### src/verilog/osdcd_defines.vh
// constants for the osd command decoder
`ifndef OSDCD_DEFINES_VH
`define OSDCD_DEFINES_VH
`define OSDCD_BANK_SEL_OP 6'h1E
`define OSDCD_ADDR_HI_OP 4'h2
`define OSDCD_ADDR_LO_OP 4'h3
`define OSDCD_CTRL1_OP 4'h4
`define OSDCD_CODE_CR 8'hFE
`define OSDCD_CODE_SPACE 8'hFF
`define OSDCD_CODE_FONT_MAX 8'hFC
`define OSDCD_BANK_RST 2'h0
`define OSDCD_MODE_RST 2'h0
`define OSDCD_POL_RST 1'h1
`define OSDCD_EN_RST 1'h0
`define OSDCD_ADDR_W 8
`define OSDCD_WORD_W 13
`define OSDCD_ATTR_W 5
`endif

### src/verilog/osdcd_decoder.v
// osd command decoder: turns command bytes into device state and ram writes
// Function
// byte 011110xx selects bank, low two bits into bank flags
// master reset clears both bank flags
// each opcode decoded only in its own bank; host selects bank first
// bank 00, top bit 1: low seven bits into character register
// bank 10, top bit 1: second-bank character code into character register
// lower flag zero, top three bits zero: five bits into attribute register
// font codes 80H-FCH: attribute bits 4..1 give foreground RGBI
// font codes: attribute bit 0 switches blinking
// carriage return FEH: bits 4..3 give next-line dot size
// carriage return: bits 2..1 give row spacing 0/4/8/12 lines
// carriage return: bit 0 set ends display
// space FFH: bits 4..1 give background RGBI colour
// space code bit 0 sets monitor output until space with bit cleared
// address-high loads four bits into address bits 7..4
// bank 00, nibble 0011 loads address bits 3..0
// address-high is nibble 0010 in bank 00
// bank 01, top two bits zero: six bits into clock divisor
// bank 01, nibble 0100: scan mode from bits 3..2
// bit 1 selects output polarity, active high default
// bit 0 enables osd clock, disabled at reset
// character code writes ram at address then increments address
// ram word holds character in bits 12..5, attribute in 4..0
// bank select always recognised; unmatched bytes ignored; decoder drops bank select in the cycle after a character
// reset gives scan mode 00, polarity high, clock disabled
`timescale 1ns/10ps
`default_nettype none
`include "osdcd_defines.vh"
module osdcd_decoder #(
    parameter AW = `OSDCD_ADDR_W
) (
    input wire ref_clk,
    input wire resetn,
    input wire cmd_valid,
    input wire [7:0] cmd_byte,
    input wire [AW-1:0] disp_rd_addr,
    output reg [`OSDCD_WORD_W-1:0] disp_rd_data,
    output reg bank_flag_upper,
    output reg bank_flag_lower,
    output reg [7:0] char_code_holding_reg,
    output reg [4:0] attribute_holding_reg,
    output reg [AW-1:0] display_ram_address_reg,
    output reg [5:0] clock_divisor,
    output reg scan_mode_hi,
    output reg scan_mode_lo,
    output reg output_polarity_sel,
    output reg osd_clock_en,
    output reg active_char_monitor_out,
    output reg [3:0] fg_colour,
    output reg blink_on,
    output reg [1:0] next_line_dot_size,
    output reg [1:0] row_spacing,
    output reg end_of_display,
    output reg [3:0] bg_colour
);
    ////////////////////////////////////////////////////////////////////////
    // command decode
    localparam [3:0] OP_NONE = 4'h0;
    localparam [3:0] OP_BANK = 4'h1;
    localparam [3:0] OP_CHAR = 4'h2;
    localparam [3:0] OP_ATTR = 4'h3;
    localparam [3:0] OP_AHI = 4'h4;
    localparam [3:0] OP_ALO = 4'h5;
    localparam [3:0] OP_DIV = 4'h6;
    localparam [3:0] OP_CTRL = 4'h7;

    localparam ST_IDLE = 1'b0;
    localparam ST_WRITE = 1'b1;

    localparam [1:0] BANK_00 = 2'h0;
    localparam [1:0] BANK_01 = 2'h1;
    localparam [1:0] BANK_10 = 2'h2;
    localparam [1:0] MODE_RST = `OSDCD_MODE_RST;
    localparam [1:0] BANK_RST = `OSDCD_BANK_RST;
    localparam [AW-1:0] ADDR_STEP = {{(AW-1){1'b0}}, 1'b1};

    localparam [1:0] KIND_NONE = 2'h0;
    localparam [1:0] KIND_FONT = 2'h1;
    localparam [1:0] KIND_CR = 2'h2;
    localparam [1:0] KIND_SPACE = 2'h3;

    // first match wins; bank select is tried before any bank-qualified opcode
    function [3:0] decode_op;
        input [7:0] b;
        input [1:0] bank;
        begin
            if (b[7:2] == `OSDCD_BANK_SEL_OP)
                decode_op = OP_BANK;
            else if (b[7] && (bank == BANK_00 || bank == BANK_10))
                decode_op = OP_CHAR;
            else if (b[7:5] == 3'h0 && !bank[0])
                decode_op = OP_ATTR;
            else if (b[7:4] == `OSDCD_ADDR_HI_OP && bank == BANK_00)
                decode_op = OP_AHI;
            else if (b[7:4] == `OSDCD_ADDR_LO_OP && bank == BANK_00)
                decode_op = OP_ALO;
            else if (b[7:6] == 2'h0 && bank == BANK_01)
                decode_op = OP_DIV;
            else if (b[7:4] == `OSDCD_CTRL1_OP && bank == BANK_01)
                decode_op = OP_CTRL;
            else
                decode_op = OP_NONE;
        end
    endfunction

    // the code in the holding register decides what the attribute bits mean
    function [1:0] code_kind;
        input [7:0] code;
        begin
            if (code == `OSDCD_CODE_CR)
                code_kind = KIND_CR;
            else if (code == `OSDCD_CODE_SPACE)
                code_kind = KIND_SPACE;
            else if (code <= `OSDCD_CODE_FONT_MAX)
                code_kind = KIND_FONT;
            else
                code_kind = KIND_NONE;
        end
    endfunction

    ////////////////////////////////////////////////////////////////////////
    // reset release
    // the pin may let go of reset at any moment; two flops align the release
    wire rst_sync_n;
    osdcd_sync #(.W(1)) u_rst_sync (
        .ref_clk(ref_clk),
        .resetn(resetn),
        .d(1'b1),
        .q(rst_sync_n)
    );

    wire [1:0] bank;
    wire [3:0] op;
    assign bank = {bank_flag_upper, bank_flag_lower};
    assign op = cmd_valid ? decode_op(cmd_byte, bank) : OP_NONE;

    reg state_r;
    reg state_nxt;
    wire [`OSDCD_WORD_W-1:0] ram_rd;
    wire ram_we;
    assign ram_we = (state_r == ST_WRITE);

    ////////////////////////////////////////////////////////////////////////
    // display ram
    osdcd_ram #(.AW(AW), .DW(`OSDCD_WORD_W)) u_ram (
        .ref_clk(ref_clk),
        .wr_en(ram_we),
        .wr_addr(display_ram_address_reg),
        .wr_data({char_code_holding_reg, attribute_holding_reg}),
        .rd_addr(disp_rd_addr),
        .rd_data(ram_rd)
    );

    always @(posedge ref_clk or negedge rst_sync_n) begin
        if (!rst_sync_n) begin
            disp_rd_data <= {`OSDCD_WORD_W{1'b0}};
        end else begin
            disp_rd_data <= ram_rd;
        end
    end

    ////////////////////////////////////////////////////////////////////////
    // command registers
    reg bank_flag_upper_nxt;
    reg bank_flag_lower_nxt;
    reg [7:0] char_code_holding_reg_nxt;
    reg [4:0] attribute_holding_reg_nxt;
    reg [AW-1:0] display_ram_address_reg_nxt;
    reg [5:0] clock_divisor_nxt;
    reg scan_mode_hi_nxt;
    reg scan_mode_lo_nxt;
    reg output_polarity_sel_nxt;
    reg osd_clock_en_nxt;

    always @* begin
        state_nxt = state_r;
        bank_flag_upper_nxt = bank_flag_upper;
        bank_flag_lower_nxt = bank_flag_lower;
        char_code_holding_reg_nxt = char_code_holding_reg;
        attribute_holding_reg_nxt = attribute_holding_reg;
        display_ram_address_reg_nxt = display_ram_address_reg;
        clock_divisor_nxt = clock_divisor;
        scan_mode_hi_nxt = scan_mode_hi;
        scan_mode_lo_nxt = scan_mode_lo;
        output_polarity_sel_nxt = output_polarity_sel;
        osd_clock_en_nxt = osd_clock_en;
        case (state_r)
            ST_IDLE: begin
                case (op)
                    OP_BANK: begin
                        bank_flag_upper_nxt = cmd_byte[1];
                        bank_flag_lower_nxt = cmd_byte[0];
                    end
                    OP_CHAR: begin
                        // code kept with top bit set so FE/FF decode stays exact
                        char_code_holding_reg_nxt = {1'b1, cmd_byte[6:0]};
                        state_nxt = ST_WRITE;
                    end
                    OP_ATTR: begin
                        attribute_holding_reg_nxt = cmd_byte[4:0];
                    end
                    OP_AHI: begin
                        display_ram_address_reg_nxt[7:4] = cmd_byte[3:0];
                    end
                    OP_ALO: begin
                        display_ram_address_reg_nxt[3:0] = cmd_byte[3:0];
                    end
                    OP_DIV: begin
                        clock_divisor_nxt = cmd_byte[5:0];
                    end
                    OP_CTRL: begin
                        scan_mode_hi_nxt = cmd_byte[3];
                        scan_mode_lo_nxt = cmd_byte[2];
                        output_polarity_sel_nxt = cmd_byte[1];
                        osd_clock_en_nxt = cmd_byte[0];
                    end
                    default: begin
                        // no opcode of the current bank matches: nothing changes
                    end
                endcase
            end
            ST_WRITE: begin
                // bytes arriving in this cycle are dropped; host spaces bytes
                display_ram_address_reg_nxt = display_ram_address_reg + ADDR_STEP;
                state_nxt = ST_IDLE;
            end
            default: begin
                state_nxt = ST_IDLE;
            end
        endcase
    end

    always @(posedge ref_clk or negedge rst_sync_n) begin
        if (!rst_sync_n) begin
            bank_flag_upper <= BANK_RST[1];
            bank_flag_lower <= BANK_RST[0];
            char_code_holding_reg <= 8'h00;
            attribute_holding_reg <= 5'h00;
            display_ram_address_reg <= {AW{1'b0}};
            clock_divisor <= 6'h00;
            scan_mode_hi <= MODE_RST[1];
            scan_mode_lo <= MODE_RST[0];
            output_polarity_sel <= `OSDCD_POL_RST;
            osd_clock_en <= `OSDCD_EN_RST;
            state_r <= ST_IDLE;
        end else begin
            bank_flag_upper <= bank_flag_upper_nxt;
            bank_flag_lower <= bank_flag_lower_nxt;
            char_code_holding_reg <= char_code_holding_reg_nxt;
            attribute_holding_reg <= attribute_holding_reg_nxt;
            display_ram_address_reg <= display_ram_address_reg_nxt;
            clock_divisor <= clock_divisor_nxt;
            scan_mode_hi <= scan_mode_hi_nxt;
            scan_mode_lo <= scan_mode_lo_nxt;
            output_polarity_sel <= output_polarity_sel_nxt;
            osd_clock_en <= osd_clock_en_nxt;
            state_r <= state_nxt;
        end
    end

    ////////////////////////////////////////////////////////////////////////
    // attribute interpretation of the last written code
    reg [3:0] fg_colour_nxt;
    reg blink_on_nxt;
    reg [1:0] next_line_dot_size_nxt;
    reg [1:0] row_spacing_nxt;
    reg end_of_display_nxt;
    reg [3:0] bg_colour_nxt;
    reg active_char_monitor_out_nxt;

    always @* begin
        fg_colour_nxt = fg_colour;
        blink_on_nxt = blink_on;
        next_line_dot_size_nxt = next_line_dot_size;
        row_spacing_nxt = row_spacing;
        end_of_display_nxt = end_of_display;
        bg_colour_nxt = bg_colour;
        active_char_monitor_out_nxt = active_char_monitor_out;
        if (ram_we) begin
            case (code_kind(char_code_holding_reg))
                KIND_FONT: begin
                    fg_colour_nxt = attribute_holding_reg[4:1];
                    blink_on_nxt = attribute_holding_reg[0];
                end
                KIND_CR: begin
                    next_line_dot_size_nxt = attribute_holding_reg[4:3];
                    row_spacing_nxt = attribute_holding_reg[2:1];
                    end_of_display_nxt = attribute_holding_reg[0];
                end
                KIND_SPACE: begin
                    bg_colour_nxt = attribute_holding_reg[4:1];
                    active_char_monitor_out_nxt = attribute_holding_reg[0];
                end
                default: begin
                end
            endcase
        end
    end

    always @(posedge ref_clk or negedge rst_sync_n) begin
        if (!rst_sync_n) begin
            fg_colour <= 4'h0;
            blink_on <= 1'b0;
            next_line_dot_size <= 2'h0;
            row_spacing <= 2'h0;
            end_of_display <= 1'b0;
            bg_colour <= 4'h0;
            active_char_monitor_out <= 1'b0;
        end else begin
            fg_colour <= fg_colour_nxt;
            blink_on <= blink_on_nxt;
            next_line_dot_size <= next_line_dot_size_nxt;
            row_spacing <= row_spacing_nxt;
            end_of_display <= end_of_display_nxt;
            bg_colour <= bg_colour_nxt;
            active_char_monitor_out <= active_char_monitor_out_nxt;
        end
    end
endmodule // osdcd_decoder
`default_nettype wire

### src/verilog/osdcd_ram.v
// display ram, 256 x 13, one write port and one read port
`timescale 1ns/10ps
`default_nettype none
`include "osdcd_defines.vh"
module osdcd_ram #(
    parameter AW = `OSDCD_ADDR_W,
    parameter DW = `OSDCD_WORD_W
) (
    input wire ref_clk,
    input wire wr_en,
    input wire [AW-1:0] wr_addr,
    input wire [DW-1:0] wr_data,
    input wire [AW-1:0] rd_addr,
    output reg [DW-1:0] rd_data
);
    reg [DW-1:0] mem [0:(1<<AW)-1];
    always @(posedge ref_clk) begin
        if (wr_en) begin
            mem[wr_addr] <= wr_data;
        end
        rd_data <= mem[rd_addr];
    end
endmodule // osdcd_ram
`default_nettype wire

### src/verilog/osdcd_sync.v
// two flip-flop synchroniser for a bus of levels
`timescale 1ns/10ps
`default_nettype none
module osdcd_sync #(
    parameter W = 1
) (
    input wire ref_clk,
    input wire resetn,
    input wire [W-1:0] d,
    output reg [W-1:0] q
);
    reg [W-1:0] meta_r;
    always @(posedge ref_clk or negedge resetn) begin
        if (!resetn) begin
            meta_r <= {W{1'b0}};
            q <= {W{1'b0}};
        end else begin
            meta_r <= d;
            q <= meta_r;
        end
    end
endmodule // osdcd_sync
`default_nettype wire

### config.mk
export PLATFORM = sky130hd
export DESIGN_NAME = osdcd_decoder
export DESIGN_NICKNAME = d
export VERILOG_FILES = /design/src/verilog/osdcd_decoder.v /design/src/verilog/osdcd_ram.v /design/src/verilog/osdcd_sync.v
export VERILOG_INCLUDE_DIRS = /design/src /design/src/verilog
export SDC_FILE = /design/constraint.sdc
export NUM_CORES = 2
export LEC_CHECK = 0
export BUFFER_PORTS_ARGS = -buffer_cell sky130_fd_sc_hd__buf_4
export CORE_UTILIZATION = 40
export CTS_CLUSTER_DIAMETER = 60
export DETAILED_ROUTE_END_ITERATION = 12
export GPL_ROUTABILITY_DRIVEN = 1
export PLACE_DENSITY_LB_ADDON = 0.2
export SLEW_MARGIN = 20
export SYNTH_ARGS = -nofsm -noshare
export SYNTH_HDL_FRONTEND = slang
export SYNTH_SLANG_ARGS = --single-unit
### constraint.sdc
create_clock -name ref_clk -period 7.9 [get_ports ref_clk]
set_clock_uncertainty 0.1 [all_clocks]
set_input_delay 0.395 -clock ref_clk [delete_from_list [all_inputs] [get_ports ref_clk]]
set_output_delay 0.395 -clock ref_clk [all_outputs]
set_load 0.02 [all_outputs]
==> results.toml <==
[outcome]
status = "complete, no violations"

[cts]
cts_buffers = 367
cts_root_buffer = "clkbuf_16"
cts_max_level = 5
cts_sinks = 3405
cts_buffer_depth = 4
ctsResizeCount = 0
cts_tree = "built"
clk_latency_ns = 0.97
clk_pin_slew_ns = 0.06

[setup_path]
startpoint_type = "primary input"
reg2reg_to = "u_ram.mem[10][5]"
crit_arrival_ns = 4.61
r2r_start = "display_ram_address_reg[4]"
critPathRequiredTime_ns = 8.57
r2r_slack_ns = 4.12
worstRegToRegCells = 3
worstSetupEndpointType = "flop"
crit_type = "primary input to flop"
cp_max_fo = 89

[detailed_routing]
drt_wl_total_mm = 351.2
vias = 63970
viasPerCell = 5.778
dr.first_iter.drc_count = 6903
ant_nets = 0
wire_per_inst_um = 31.73
dr.pass1.iters = 6
post-route-drc-count = 0

[timing]
setup_viol = 0
setup_tns_ns = 0
fin_crit_ns = 3.940
relSlewSlack_pct = 9.804
rsz0062_at_grt = "false"
max_freq_mhz = 253.8
tightest_slew_ns = 1.319
hold_viol = 0
slew_viol_final = 0
min_period_over_period_pct = 49.88

[floorplan]
die_w_um = 573.5
start_util_pct = 40.26
io_pins = 80
core-area_mm2 = 0.3245
die-area_mm2 = 0.3290
rows = 209
die_y_um = 573.5

[final_layout]
layout-drive-gt1-share_pct = 27.03
regMostFlops = "u_ram.mem"
fillerInstances = 26990
regArea_mm2 = 0.1019
nNetsFinal = 6463
top_regs = "u_ram.mem x3328, disp_rd_data x13, u_ram.rd_data x13"
syn2layout_area_growth_pct = 14.42
final_area_mm2 = 0.1495
multi_input_comb_area_mm2 = 0.02701
largest_reg_flops = 3328

[flow_run]
max_cap_violations = 0

[placement]
routabilityCongestion = 0.8073
place_hpwl_mm = 203.1
place_area_mm2 = 0.1373
portBuffers = 79

[grt]
grt_max_degree = 216
grt_pass1_wl_mm = 495.6
grt-ovfl-total = 0
antenna_found_initial = 11
grt_util_all_layers_pct = 21.04
grt_pass1_vias = 64450

[yosys]
yosys-top-cells-area = "edfxtp_1, mux4_2, mux2i_1"
synth_nets = 6088
synthCells = 6065
syn-cell-area_mm2 = 0.1307
ys_seq_area_share_pct = 77.91
syn_avg_cell_area_um2 = 21.54
yosysTopAreaCellShare_pct = 76.48
yosysTopAreaCell = "edfxtp_1"
ys_types = 71
asyncSetResetFlopFracSynth_pct = 1.880
ys_ff_latch = 3405
ys.flop_type = "edfxtp_1"
synth_warnings = 0
synth_edf_count = 3328

[hold_path]
hp-class = "flop to async pin"

[power]
p_per_area_mw_per_mm2 = 296.9
p_leak_nw = 46.78
vdd_drop_max_mv = 0.2661
-- layer usage --
layer  GRT usage, %  vias to the layer above  wire length (um)
li1               -                    26380                 -
met1          30.30                    34780            151600
met2          33.62                     2362            168000
met3          3.207                      446             23160
met4          5.355                        2              8463
met5              0                        -                10
-- final cells by class --
cell class / count / share of cell area [%]
Timing Repair Buffer: 375 / 2.116
Tap cell: 4325 / 3.620
Clock buffer: 479 / 6.695
Multi-Input combinational cell: 2281 / 18.07
Clock inverter: 191 / 1.342
Sequential cell: 3405 / 68.13
Antenna cell: 4 / 0.006695
Inverter: 10 / 0.02678
-- how the worst max path moves through the flow --
| stage | start | to | slack, ns |
|---|---|---|---|
| final | disp_rd_addr[0] | u_ram.rd_data[6] | 3.96 |
| after global routing | disp_rd_addr[0] | u_ram.rd_data[6] | 3.87 |
| after CTS | disp_rd_addr[0] | u_ram.rd_data[3] | 3.91 |
| after detailed placement | disp_rd_addr[0] | u_ram.rd_data[3] | 2.90 |
| after global placement | disp_rd_addr[0] | u_ram.rd_data[10] | 2.88 |
| after floorplan | char_code_holding_reg[3] | end_of_display | 2.92 |
-- synthesized netlist by cell type (6+ instances only) --
master	number
o22ai_1	53
a21oi_1	141
a221oi_1	54
nor4_1	9
dfrtp_1	63
nor3_1	46
dfxtp_1	13
buf_8	18
buf_12	6
nand3_1	34
nor4_2	10
a211oi_1	58
a31oi_1	18
mux2i_1	198
nor2_1	342
o21ai_0	37
o221ai_1	46
clkbuf_1	151
buf_2	105
a22oi_1	211
nand2b_1	8
buf_6	30
nand4_1	8
a22o_1	54
edfxtp_1	3328
buf_4	49
nor3_2	10
inv_1	6
mux2_2	45
mux4_2	724
buf_1	9
nand2_1	86
nor2b_1	19
nor3b_1	12
-- cells in the final DEF, fill, tap and decap left out, types with 7 or more instances in the layout --
| cell | n |
|---|---|
| dfrtp_4 | 14 |
| buf_4 | 337 |
| mux4_2 | 724 |
| edfxtp_1 | 3328 |
| nor2_2 | 100 |
| nand3_2 | 8 |
| bufinv_16 | 31 |
| clkbuf_1 | 85 |
| nand4_1 | 8 |
| o21ai_0 | 37 |
| clkinvlp_4 | 8 |
| dfrtp_1 | 49 |
| a22o_1 | 54 |
| nor3b_1 | 11 |
| nand3_1 | 26 |
| clkbuf_16 | 379 |
| dfxtp_1 | 13 |
| clkbuf_8 | 15 |
| nor3_2 | 15 |
| nor2_1 | 237 |
| nor3_1 | 41 |
| a211oi_1 | 57 |
| nor2b_1 | 16 |
| mux2_2 | 45 |
| a22oi_1 | 211 |
| o221ai_1 | 46 |
| mux2i_1 | 198 |
| clkinv_1 | 74 |
| a31oi_1 | 18 |
| dlygate4sd3_1 | 12 |
| clkinv_16 | 8 |
| o22ai_1 | 53 |
| nand2_1 | 85 |
| a21oi_1 | 140 |
| a221oi_1 | 54 |
| nor4_2 | 12 |
| buf_12 | 21 |
| nor4_1 | 7 |
| clkinv_2 | 50 |
-- what timing repair did --
action | CTS | global route
setup buffers | 0 | 0
hold endpoints to repair | 36 | 0
hold buffers | 12 | 0
-- critical path, stage by stage --
cell and delay, ns:
buf_16 0.43, buf_12 0.55, buf_4 0.77, mux4_2 0.59, a22oi_1 0.43, a21oi_1 0.13, nor3_1 0.85, nor4_2 0.12
-- stage by stage --
step | hold slack [ns] | cells | total power, mW | utilization (%) | setup slack, ns
2_1_floorplan | -0.0005911 | 6065 | 25.58 | - | 2.925
3_3_place_gp | 0.04014 | 10380 | 27.51 | 42.30 | 2.882
3_5_place_dp | 0.04334 | 10380 | 27.71 | 42.31 | 2.900
4_1_cts | 0.001356 | 11070 | 44.71 | 46.05 | 3.906
5_1_grt | 0.05804 | 11070 | 45.65 | 46.07 | 3.867
6_report | 0.04208 | 11070 | 44.38 | 46.07 | 3.960
-- where the power goes --
part           switching (mW)  internal, mW
clock network            7.10          9.98
registers               0.683          22.2
logic                    3.49         0.930
-- cells by family after synthesis --
kind of cell,share of synthesized area [%]
DFF,77.91
muxes,14.38
AOI/OAI and AO/OA,3.805
and+or+nand+nor,2.093
buffers and inverters,1.735
xor gates and xnor gates,0.03352
adders and majority gates,0.03830
other,0.002870
(Power assumes the default switching activity.)
